`src/design/seeac_params.svh`:
```
`ifndef SEEAC_PARAMS_SVH
`define SEEAC_PARAMS_SVH
// Function
// Start bit launches one EEPROM cycle
// Command bit: zero reads, one writes
// Error bit 2 flags missing acknowledge
// Bit 3 shows autoload success, read clears
// Bit 4 shows configuration loaded from EEPROM
// Bit 5 disables autoload, resets to one
// Rate field: 01b divides by 1024, 11b test
// Serial clock derived from core clock
// Bits 15:9 hold EEPROM word address
// Bits 31:16 write data, read result
// All fields share one register at BCh
// Software sets fields, waits for completion
// Start bit clears when cycle finishes

// Register map, byte addresses
`define SEEAC_CTRL_OFS 8'hBC
`define SEEAC_STAT_OFS 8'hF0
`define SEEAC_MASK_OFS 8'hF4

// Control register fields
`define SEEAC_START_BIT 0
`define SEEAC_CMD_BIT 1
`define SEEAC_ERR_BIT 2
`define SEEAC_ALOK_BIT 3
`define SEEAC_ALST_BIT 4
`define SEEAC_ALDIS_BIT 5
`define SEEAC_RATE_LSB 6
`define SEEAC_RATE_MSB 7
`define SEEAC_RSVD_BIT 8
`define SEEAC_ADDR_LSB 9
`define SEEAC_ADDR_MSB 15
`define SEEAC_DATA_LSB 16
`define SEEAC_DATA_MSB 31

// Reset values
`define SEEAC_CMD_RST 1'h0
`define SEEAC_ALDIS_RST 1'h1
`define SEEAC_RATE_RST 2'h1
`define SEEAC_ADDR_RST 7'h00
`define SEEAC_DATA_RST 16'h0000

// Clock rates
`define SEEAC_CORE_MHZ 125
`define SEEAC_RATE_NORMAL 2'h1
`define SEEAC_RATE_TEST 2'h3
`define SEEAC_DIV_NORMAL 1024
`define SEEAC_DIV_TEST 4

// Serial frame
`define SEEAC_OP_READ 2'h2
`define SEEAC_OP_WRITE 2'h1
`define SEEAC_RD_BITS 5'h1B
`define SEEAC_WR_BITS 5'h1A
`define SEEAC_DUMMY_POS 16
`define SEEAC_POLL_LIMIT 12'hFFF

// Interrupt status bits
`define SEEAC_IRQ_DONE 0
`define SEEAC_IRQ_ERR 1
`define SEEAC_IRQ_AUTO 2

// Autoload image: signature word, then words 1..count; signature value arbitrary
`define SEEAC_AL_SIG 16'hA5C3
`define SEEAC_AL_WORDS 7'h08
`endif

```
`src/design/seeac_pkg.sv`:
```
package seeac_pkg;
    typedef enum logic [1:0] {
        SER_IDLE = 2'b00,
        SER_SHIFT = 2'b01,
        SER_GAP = 2'b10,
        SER_POLL = 2'b11
    } seeac_ser_state_t;

    typedef enum logic [1:0] {
        AL_ARMED = 2'b00,
        AL_RUN = 2'b01,
        AL_OVER = 2'b10
    } seeac_al_state_t;
endpackage

```
`src/design/seeac_ser_if.sv`:
```
`timescale 1ns/1ns
interface seeac_ser_if;
    logic req;
    logic wr;
    logic [6:0] addr;
    logic [15:0] wdata;
    logic busy;
    logic done;
    logic err;
    logic [15:0] rdata;
    logic run;
    logic rise;
    logic fall;

    modport ctrl (output req, output wr, output addr, output wdata,
                  input busy, input done, input err, input rdata);
    modport eng (input req, input wr, input addr, input wdata,
                 output busy, output done, output err, output rdata,
                 output run, input rise, input fall);
    modport div (input run, output rise, output fall);
endinterface

```
`src/design/seeac_clkdiv.sv`:
```
`timescale 1ns/1ns
`include "seeac_params.svh"
module seeac_clkdiv (
    // Clock and reset
    input wire logic clk,
    input wire logic rst,
    // Engine side
    seeac_ser_if.div ser,
    input wire logic [1:0] rate,
    // Serial clock pin
    output logic ee_sclk
);
    logic [8:0] cnt_q;
    logic [8:0] half;
    logic sclk_q;
    logic rise_q;
    logic fall_q;

    // Reserved rate codes fall back to the normal divider
    // rate select
    assign half = (rate == `SEEAC_RATE_TEST) ? 9'(`SEEAC_DIV_TEST / 2 - 1)
                                              : 9'(`SEEAC_DIV_NORMAL / 2 - 1);

    // core clock divider
    always_ff @(posedge clk) begin
        if (rst || !ser.run) begin
            cnt_q <= 9'h000;
            sclk_q <= 1'b0;
            rise_q <= 1'b0;
            fall_q <= 1'b0;
        end else if (cnt_q >= half) begin
            cnt_q <= 9'h000;
            sclk_q <= ~sclk_q;
            rise_q <= ~sclk_q;
            fall_q <= sclk_q;
        end else begin
            cnt_q <= cnt_q + 9'h001;
            rise_q <= 1'b0;
            fall_q <= 1'b0;
        end
    end

    assign ee_sclk = sclk_q;
    assign ser.rise = rise_q;
    assign ser.fall = fall_q;
endmodule

```
`src/design/seeac_serial.sv`:
```
`timescale 1ns/1ns
`include "seeac_params.svh"
module seeac_serial (
    // Clock and reset
    input wire logic clk,
    input wire logic rst,
    // Control side
    seeac_ser_if.eng ctl,
    // EEPROM pins
    output logic ee_cs,
    output logic ee_dout,
    input wire logic ee_din
);
    seeac_pkg::seeac_ser_state_t state_q;
    logic [25:0] tx_q;
    logic [26:0] rx_q;
    logic [4:0] bit_q;
    logic [4:0] total_q;
    logic wr_q;
    logic cs_q;
    logic [11:0] poll_q;
    logic done_q;
    logic err_q;
    logic [15:0] rdata_q;
    logic fin_q;

    always_ff @(posedge clk) begin
        if (rst) begin
            state_q <= seeac_pkg::SER_IDLE;
            tx_q <= 26'h0000000;
            rx_q <= 27'h0000000;
            bit_q <= 5'h00;
            total_q <= 5'h00;
            wr_q <= 1'b0;
            cs_q <= 1'b0;
            poll_q <= 12'h000;
            done_q <= 1'b0;
            err_q <= 1'b0;
            rdata_q <= 16'h0000;
            fin_q <= 1'b0;
        end else begin
            done_q <= 1'b0;
            unique case (state_q)
                seeac_pkg::SER_IDLE: if (ctl.req) begin
                    // opcode from command
                    tx_q <= {1'b1, ctl.wr ? `SEEAC_OP_WRITE : `SEEAC_OP_READ,
                             ctl.addr, ctl.wr ? ctl.wdata : 16'h0000};
                    total_q <= ctl.wr ? `SEEAC_WR_BITS : `SEEAC_RD_BITS;
                    wr_q <= ctl.wr;
                    bit_q <= 5'h00;
                    cs_q <= 1'b1;
                    state_q <= seeac_pkg::SER_SHIFT;
                end
                seeac_pkg::SER_SHIFT: begin
                    if (ctl.rise) begin
                        rx_q <= {rx_q[25:0], ee_din};
                        bit_q <= bit_q + 5'h01;
                    end
                    if (ctl.fall && bit_q == total_q) begin
                        cs_q <= 1'b0;
                        if (wr_q) begin
                            state_q <= seeac_pkg::SER_GAP;
                        end else begin
                            // dummy zero is the acknowledge
                            err_q <= rx_q[`SEEAC_DUMMY_POS];
                            rdata_q <= rx_q[15:0];
                            done_q <= 1'b1;
                            state_q <= seeac_pkg::SER_IDLE;
                        end
                    end else if (ctl.fall) begin
                        tx_q <= {tx_q[24:0], 1'b0};
                    end
                end
                seeac_pkg::SER_GAP: if (ctl.fall) begin
                    cs_q <= 1'b1;
                    poll_q <= 12'h000;
                    state_q <= seeac_pkg::SER_POLL;
                end
                seeac_pkg::SER_POLL: begin
                    // ready never seen
                    if (ctl.rise && !fin_q) begin
                        if (ee_din || poll_q == `SEEAC_POLL_LIMIT) begin
                            err_q <= ~ee_din;
                            fin_q <= 1'b1;
                        end else begin
                            poll_q <= poll_q + 12'h001;
                        end
                    end
                    // Close on a fall so select drops with the clock low
                    if (ctl.fall && fin_q) begin
                        fin_q <= 1'b0;
                        cs_q <= 1'b0;
                        done_q <= 1'b1;
                        state_q <= seeac_pkg::SER_IDLE;
                    end
                end
            endcase
        end
    end

    assign ee_cs = cs_q;
    assign ee_dout = tx_q[25];
    assign ctl.busy = (state_q != seeac_pkg::SER_IDLE);
    assign ctl.run = (state_q != seeac_pkg::SER_IDLE);
    assign ctl.done = done_q;
    assign ctl.err = err_q;
    assign ctl.rdata = rdata_q;
endmodule

```
`src/design/seeac_top.sv`:
```
`timescale 1ns/1ns
`include "seeac_params.svh"
module seeac_top (
    // Clock and reset
    input wire logic clk,
    input wire logic rst,
    // Register port
    input wire logic [7:0] reg_addr,
    input wire logic [31:0] reg_wdata,
    input wire logic reg_wr,
    input wire logic reg_rd,
    output logic [31:0] reg_rdata,
    // Interrupt
    output logic irq,
    // EEPROM pins
    output logic ee_sclk,
    output logic ee_cs,
    output logic ee_dout,
    input wire logic ee_din,
    // Configuration load port
    output logic cfg_load_valid,
    output logic [6:0] cfg_load_index,
    output logic [15:0] cfg_load_data
);
    // Control register state
    logic start_q;
    logic cmd_q;
    logic err_q;
    logic alok_q;
    logic alst_q;
    logic aldis_q;
    logic [1:0] rate_q;
    logic [6:0] addr_q;
    logic [15:0] data_q;

    // Interrupt state
    logic [2:0] stat_q;
    logic [2:0] mask_q;
    logic irq_q;

    // Bus answer
    logic [31:0] rdata_q;

    // Engine arbitration
    logic req_q;
    logic req_wr_q;
    logic [6:0] req_addr_q;
    logic [15:0] req_data_q;
    logic inflight_q;
    logic owner_sw_q;

    // Autoload sequencer
    seeac_pkg::seeac_al_state_t al_state_q;
    logic [6:0] al_idx_q;
    logic al_bad_q;

    // Configuration load outputs
    logic cfg_valid_q;
    logic [6:0] cfg_index_q;
    logic [15:0] cfg_data_q;

    // Decodes
    logic ctrl_wr;
    logic ctrl_rd;
    logic stat_rd;
    logic mask_wr;
    logic idle;
    logic sw_done;
    logic al_done;
    logic al_success;
    logic al_fail;
    logic [2:0] events;

    seeac_ser_if ser ();

    function automatic logic hit(input logic [7:0] a, input logic [7:0] ofs);
        hit = (a == ofs);
    endfunction

    // single shared register
    assign ctrl_wr = reg_wr && hit(reg_addr, `SEEAC_CTRL_OFS);
    assign ctrl_rd = reg_rd && hit(reg_addr, `SEEAC_CTRL_OFS);
    assign stat_rd = reg_rd && hit(reg_addr, `SEEAC_STAT_OFS);
    assign mask_wr = reg_wr && hit(reg_addr, `SEEAC_MASK_OFS);

    assign idle = !req_q && !inflight_q && !ser.busy;
    assign sw_done = ser.done && owner_sw_q;
    assign al_done = ser.done && !owner_sw_q;

    // Autoload ends on last word, on a bad signature or on any error
    assign al_fail = al_done && (ser.err ||
                     (al_idx_q == 7'h00 && ser.rdata != `SEEAC_AL_SIG));
    assign al_success = al_done && !al_fail && al_idx_q == `SEEAC_AL_WORDS;

    // launch arbitration
    always_ff @(posedge clk) begin
        if (rst) begin
            req_q <= 1'b0;
            req_wr_q <= 1'b0;
            req_addr_q <= 7'h00;
            req_data_q <= 16'h0000;
            inflight_q <= 1'b0;
            owner_sw_q <= 1'b0;
        end else begin
            req_q <= 1'b0;
            if (ser.done) begin
                inflight_q <= 1'b0;
            end
            if (idle && al_state_q == seeac_pkg::AL_RUN) begin
                // Autoload owns the engine until it ends
                req_q <= 1'b1;
                req_wr_q <= 1'b0;
                req_addr_q <= al_idx_q;
                inflight_q <= 1'b1;
                owner_sw_q <= 1'b0;
            end else if (idle && start_q && al_state_q != seeac_pkg::AL_ARMED) begin
                // direction from command
                req_q <= 1'b1;
                req_wr_q <= cmd_q;
                // word address
                req_addr_q <= addr_q;
                // write data source
                req_data_q <= data_q;
                inflight_q <= 1'b1;
                owner_sw_q <= 1'b1;
            end
        end
    end

    assign ser.req = req_q;
    assign ser.wr = req_wr_q;
    assign ser.addr = req_addr_q;
    assign ser.wdata = req_data_q;

    // Autoload decided once, first cycle after reset; disable resets to one, so it never runs
    always_ff @(posedge clk) begin
        if (rst) begin
            al_state_q <= seeac_pkg::AL_ARMED;
            al_idx_q <= 7'h00;
            al_bad_q <= 1'b0;
        end else begin
            unique case (al_state_q)
                seeac_pkg::AL_ARMED: begin
                    // disable gates the load
                    if (!aldis_q && idle) begin
                        al_state_q <= seeac_pkg::AL_RUN;
                        al_idx_q <= 7'h00;
                    end else if (aldis_q) begin
                        al_state_q <= seeac_pkg::AL_OVER;
                    end
                end
                seeac_pkg::AL_RUN: if (al_done) begin
                    if (al_fail || al_success) begin
                        al_bad_q <= al_fail;
                        al_state_q <= seeac_pkg::AL_OVER;
                    end else begin
                        al_idx_q <= al_idx_q + 7'h01;
                    end
                end
                seeac_pkg::AL_OVER: al_state_q <= seeac_pkg::AL_OVER;
                default: al_state_q <= seeac_pkg::AL_OVER;
            endcase
        end
    end

    // Loaded words go out to the configuration registers
    always_ff @(posedge clk) begin
        if (rst) begin
            cfg_valid_q <= 1'b0;
            cfg_index_q <= 7'h00;
            cfg_data_q <= 16'h0000;
        end else begin
            cfg_valid_q <= al_done && !al_fail && al_idx_q != 7'h00;
            if (al_done) begin
                cfg_index_q <= al_idx_q;
                cfg_data_q <= ser.rdata;
            end
        end
    end

    // Start bit, software set, hardware clear
    always_ff @(posedge clk) begin
        if (rst) begin
            start_q <= 1'b0;
        end else if (sw_done) begin
            // completion clears start
            start_q <= 1'b0;
        end else if (ctrl_wr && reg_wdata[`SEEAC_START_BIT]) begin
            // start request
            start_q <= 1'b1;
        end
    end

    // Writable control fields
    always_ff @(posedge clk) begin
        if (rst) begin
            cmd_q <= `SEEAC_CMD_RST;
            aldis_q <= `SEEAC_ALDIS_RST;
            rate_q <= `SEEAC_RATE_RST;
            addr_q <= `SEEAC_ADDR_RST;
        end else if (ctrl_wr) begin
            // command field
            cmd_q <= reg_wdata[`SEEAC_CMD_BIT];
            // disable field
            aldis_q <= reg_wdata[`SEEAC_ALDIS_BIT];
            // rate field
            rate_q <= reg_wdata[`SEEAC_RATE_MSB:`SEEAC_RATE_LSB];
            // address field
            addr_q <= reg_wdata[`SEEAC_ADDR_MSB:`SEEAC_ADDR_LSB];
        end
    end

    // Returned word wins over a write in the same cycle
    always_ff @(posedge clk) begin
        if (rst) begin
            data_q <= `SEEAC_DATA_RST;
        end else if (sw_done && !req_wr_q) begin
            // read result loaded
            data_q <= ser.rdata;
        end else if (ctrl_wr) begin
            data_q <= reg_wdata[`SEEAC_DATA_MSB:`SEEAC_DATA_LSB];
        end
    end

    // Error flag follows the last finished cycle
    always_ff @(posedge clk) begin
        if (rst) begin
            err_q <= 1'b0;
        end else if (ser.done) begin
            // missing acknowledge
            err_q <= ser.err;
        end
    end

    // Autoload result flags
    always_ff @(posedge clk) begin
        if (rst) begin
            alok_q <= 1'b0;
            alst_q <= 1'b0;
        end else begin
            // set wins over read clear
            if (al_success) begin
                alok_q <= 1'b1;
            end else if (ctrl_rd) begin
                alok_q <= 1'b0;
            end
            // loaded status
            if (al_success) begin
                alst_q <= 1'b1;
            end
        end
    end

    assign events[`SEEAC_IRQ_DONE] = sw_done;
    assign events[`SEEAC_IRQ_ERR] = ser.done && ser.err;
    assign events[`SEEAC_IRQ_AUTO] = al_success || al_fail;

    // Sticky status, read clears, set wins
    generate
        for (genvar i = 0; i < 3; i++) begin : g_stat
            always_ff @(posedge clk) begin
                if (rst) begin
                    stat_q[i] <= 1'b0;
                end else if (events[i]) begin
                    stat_q[i] <= 1'b1;
                end else if (stat_rd) begin
                    stat_q[i] <= 1'b0;
                end
            end
        end
    endgenerate

    always_ff @(posedge clk) begin
        if (rst) begin
            mask_q <= 3'h0;
        end else if (mask_wr) begin
            mask_q <= reg_wdata[2:0];
        end
    end

    // One cycle behind status, so the pin is a flop
    always_ff @(posedge clk) begin
        if (rst) begin
            irq_q <= 1'b0;
        end else begin
            irq_q <= |(stat_q & mask_q);
        end
    end

    // Read data one cycle after the strobe; unmapped reads zero
    always_ff @(posedge clk) begin
        if (rst) begin
            rdata_q <= 32'h00000000;
        end else if (ctrl_rd) begin
            // packed layout, reserved bit 8 zero
            rdata_q <= {data_q, addr_q, 1'b0, rate_q, aldis_q, alst_q,
                        alok_q, err_q, cmd_q, start_q};
        end else if (stat_rd) begin
            rdata_q <= {29'h00000000, stat_q};
        end else if (reg_rd && hit(reg_addr, `SEEAC_MASK_OFS)) begin
            rdata_q <= {29'h00000000, mask_q};
        end else begin
            rdata_q <= 32'h00000000;
        end
    end

    assign reg_rdata = rdata_q;
    assign irq = irq_q;
    assign cfg_load_valid = cfg_valid_q;
    assign cfg_load_index = cfg_index_q;
    assign cfg_load_data = cfg_data_q;

    // serial clock from core clock
    seeac_clkdiv u_div (
        .clk(clk),
        .rst(rst),
        .ser(ser.div),
        .rate(rate_q),
        .ee_sclk(ee_sclk)
    );

    seeac_serial u_ser (
        .clk(clk),
        .rst(rst),
        .ctl(ser.eng),
        .ee_cs(ee_cs),
        .ee_dout(ee_dout),
        .ee_din(ee_din)
    );
endmodule

```
`config.mk`:
```
export PLATFORM = sky130hd
export DESIGN_NAME = seeac_top
export DESIGN_NICKNAME = d
export VERILOG_FILES = /design/src/design/seeac_pkg.sv /design/src/design/seeac_ser_if.sv /design/src/design/seeac_clkdiv.sv /design/src/design/seeac_serial.sv /design/src/design/seeac_top.sv
export VERILOG_INCLUDE_DIRS = /design/src /design/src/design
export SDC_FILE = /design/constraint.sdc
export NUM_CORES = 1
export LEC_CHECK = 0
export BUFFER_PORTS_ARGS = -buffer_cell sky130_fd_sc_hd__clkbuf_2
export CORE_UTILIZATION = 30
export DETAILED_ROUTE_END_ITERATION = 12
export PLACE_DENSITY_LB_ADDON = 0.2
export SLEW_MARGIN = 20
export SYNTH_ARGS = -nofsm -noshare
export SYNTH_HDL_FRONTEND = slang
export SYNTH_SLANG_ARGS = --single-unit
```
`constraint.sdc`:
```
create_clock -name clk -period 2.5 [get_ports clk]
set_clock_uncertainty 0.2 [all_clocks]
set_input_delay 0.125 -clock clk [delete_from_list [all_inputs] [get_ports clk]]
set_output_delay 0.125 -clock clk [all_outputs]
set_load 0.05 [all_outputs]
```
==> results.json <==
{
  "status": "finished, final reports clean",
  "ioPinCount": 105,
  "place_ws_ns": 0.169,
  "cts_sinks": 226,
  "place.gp.congestion": 0.733,
  "portBuffers": 100,
  "hold_viol_final": 0,
  "grt_usage_pct": 15.0,
  "fill_cells": 2943,
  "final_nets": 1222,
  "path_cells": "dlygate4sd3_1 -> clkbuf_2 -> nand2_1 -> nor2_2 -> and3_4 -> mux2i_1 -> dlygate4sd3_1 -> nor2_1 -> dlygate4sd3_1",
  "rows": 62,
  "postSynthAreaPerCell_um2": 8.69,
  "crit_required_ns": 2.70,
  "syn_area_mm2": 0.00887,
  "worst_path_max_delay_cell": "dlygate4sd3_1",
  "crit_path_start_kind": "primary input",
  "start_util_pct": 30.7,
  "fin_tns_setup_ns": 0,
  "post-route-min-period_ns": 2.43,
  "die_h_um": 174,
  "drive_gt1_share_pct": 17.3,
  "synth_fa_ha_area_share_pct": 1.13,
  "final_antenna_net_count": 0,
  "clock-root-buffer": "clkbuf_16",
  "r2r-end": "u_div.ee_sclk",
  "relSlewSlack_pct": 46.9,
  "cts_buffers": 25,
  "cp-end-kind": "flop",
  "fin_crit_sh_pct": 97.1,
  "dieArea_mm2": 0.0303,
  "clock_latency_ns": 0.52,
  "cts_buffer_depth": 3,
  "drt_iter0_drc": 532,
  "grt_pass1_vias": 7285,
  "slew_violations": 0,
  "yosys.area_share.xor_xnor_pct": 1.38,
  "wl_per_cell_um": 14.5,
  "cpMostUsedCell": "dlygate4sd3_1",
  "hp-class": "in2reg",
  "rsz0062_at_grt": "false",
  "postSynth.asyncResetShare_pct": 0,
  "hp-start": "reg_addr[4]",
  "ys_ff_latch": 226,
  "yosysTopAreaCell": "dfxtp_1",
  "crit_path_max_fanout": 6,
  "yosysTopAreaCellShare_pct": 51.0,
  "dpl_cell_area_mm2": 0.00989,
  "synth_top_family_by_area": "simple AND/OR/NAND/NOR gates",
  "layout_commonest_cell": "dfxtp_1",
  "ys_types": 64,
  "syn2layout_area_growth_pct": 27.4,
  "finalSetupViolCount": 0,
  "vdd_ir_drop_max_mv": 0.434,
  "fin_cells": 1572,
  "antenna_found_initial": 0,
  "yosysWarnings": 0,
  "grt_max_degree": 75,
  "crit_path_max_incr_delay_ns": 0.56,
  "fmax_ghz": 0.412,
  "critPathArrivalTime_ns": 2.63,
  "setup_slack_ns": 0.0720,
  "r2r_slack_ns": 0.18,
  "final_cell_mix": "dfxtp_1, nand2_1, a21oi_1",
  "grt_overflow": 0,
  "r2r-start": "rate_q[1]",
  "synth_top_flop_cell": "dfxtp_1",
  "grt_pass1_wl_mm": 37.4,
  "cts.clk_slew.worst_paths_ns": 0.06,
  "die_x_um": 174,
  "tightest_slew_ns": 0.791,
  "leakage_nw": 4.03,
  "vias_per_cell": 4.76,
  "hold_ws_ns": 0.0465,
  "routed_wl_mm": 22.7,
  "synth_simple_gate_area_share_pct": 23.7,
  "synth_mux_area_share_pct": 3.54,
  "netlist_top_cells_area": "dfxtp_1, nand2_1, a21oi_1",
  "synth_compound_area_share_pct": 15.3,
  "dp_cells": 1471,
  "coreArea_mm2": 0.0289,
  "via_count": 7483,
  "drc": 0,
  "syn_inst": 1021,
  "synthesis.nets": 1074,
  "drt_first_pass_iters": 5,
  "htreeDepth": 1,
  "synth_edf_count": 0,
  "power_mw": 7.54,
  "n_antenna_cell": 0,
  "crit_type": "in2reg",
  "r2r_cells": 7,
  "maxCapViolCount": 0,
  "whs_endpoint": "reg_rdata[0]",
  "cts_tree": "yes",
  "seq_area_frac_synth_pct": 51.0,
  "fin_area_mm2": 0.0113,
  "fin_util_pct": 39.1,
  "hpwlAfterDp_mm": 15.0,
  "p_per_area_mw_per_mm2": 667,
  "worstHoldPathCells": 6
}
what timing repair did:
action,in CTS,in global routing
setup endpoints to repair,0,2
resized for setup,0,2
setup buffers,0,1
endpoints found under the hold margin,62,0
hold buffers,54,0
power breakdown:
group	switching, mW	internal, mW
clock network	1.51	2.25
registers	0.00464	3.60
logic	0.0935	0.0786
total	1.60	5.93
synth_stat cells (3+ instances only):
master / number
nand3_1: 35
a21oi_1: 106
a222oi_1: 8
nand4_1: 6
o21ai_1: 3
nand4b_1: 3
nand3b_1: 3
or3_1: 8
nor3_1: 8
mux2_2: 3
mux2i_1: 28
a311oi_1: 28
buf_2: 15
nand2_1: 204
a31oi_1: 3
nand2b_1: 12
o21ai_0: 11
clkbuf_1: 49
xor2_1: 9
a211oi_1: 19
o21bai_1: 3
buf_1: 3
and4_1: 4
and3_1: 5
xnor2_1: 5
a22oi_1: 8
and2_1: 32
and2_0: 3
nor2_1: 102
nor2b_1: 6
a211o_1: 4
a41oi_1: 3
ha_1: 8
inv_1: 10
dfxtp_1: 226
worst max path at each step:
stage                      startpoint             to  slack, ns  cells after the start
after floorplan             rate_q[1]  u_div.ee_sclk       0.25                      8
after global placement      rate_q[1]  u_div.ee_sclk       0.24                      7
after detailed placement    rate_q[1]  u_div.ee_sclk       0.17                      7
after CTS                 reg_addr[2]      rate_q[1]       0.04                      9
after global routing      reg_addr[2]          cmd_q      0.005                      9
final                     reg_addr[2]          cmd_q       0.07                      9
critical path, delay by kind of cell:
kind | cells | cell delay (ns)
buffers and inverters | 4 | 1.82
multiplexers | 1 | 0.18
AND/OR/NAND/NOR | 4 | 0.50
cell type report:
class / instances / area [um^2] / share of cell area [%]
Clock inverter: 13 / 128 / 1.13
Timing Repair Buffer: 192 / 1380 / 12.2
Tap cell: 384 / 480 / 4.25
Multi-Input combinational cell: 714 / 4020 / 35.6
Sequential cell: 226 / 4520 / 40.1
Clock buffer: 33 / 726 / 6.42
Inverter: 10 / 37.5 / 0.332
sequential cells by signal, indices dropped and copies added (netlist names), 12 cells and up, named ones only:
signal / cells
data_q: 16
reg_rdata: 31
u_ser.rx_q: 17
u_ser.ctl.rdata: 16
u_ser.poll_q: 12
req_data_q: 16
u_ser.tx_q: 26
cfg_load_data: 16
cells by family (layout without fill, tap and decap cells):
logic type / Yosys count / count (layout)
compound gates: 209 / 209
simple gates: 451 / 451
xor+xnor: 14 / 14
mux: 31 / 31
other cells: 1 / 1
fa+ha+maj: 8 / 8
buf+inv: 81 / 248
flops: 226 / 226
routing by layer:
| metal | vias to the layer above | global-route usage (%) | part of all wire, % |
|---|---|---|---|
| met3 | 30 | 2.34 | 3.7 |
| met2 | 101 | 25.1 | 46 |
| met5 | - | 0 | 0 |
| met4 | 0 | 3.98 | 1.7 |
| li1 | 3846 | - | - |
| met1 | 3506 | 20.0 | 48 |
Note: power is estimated with default switching activity, not from simulation.
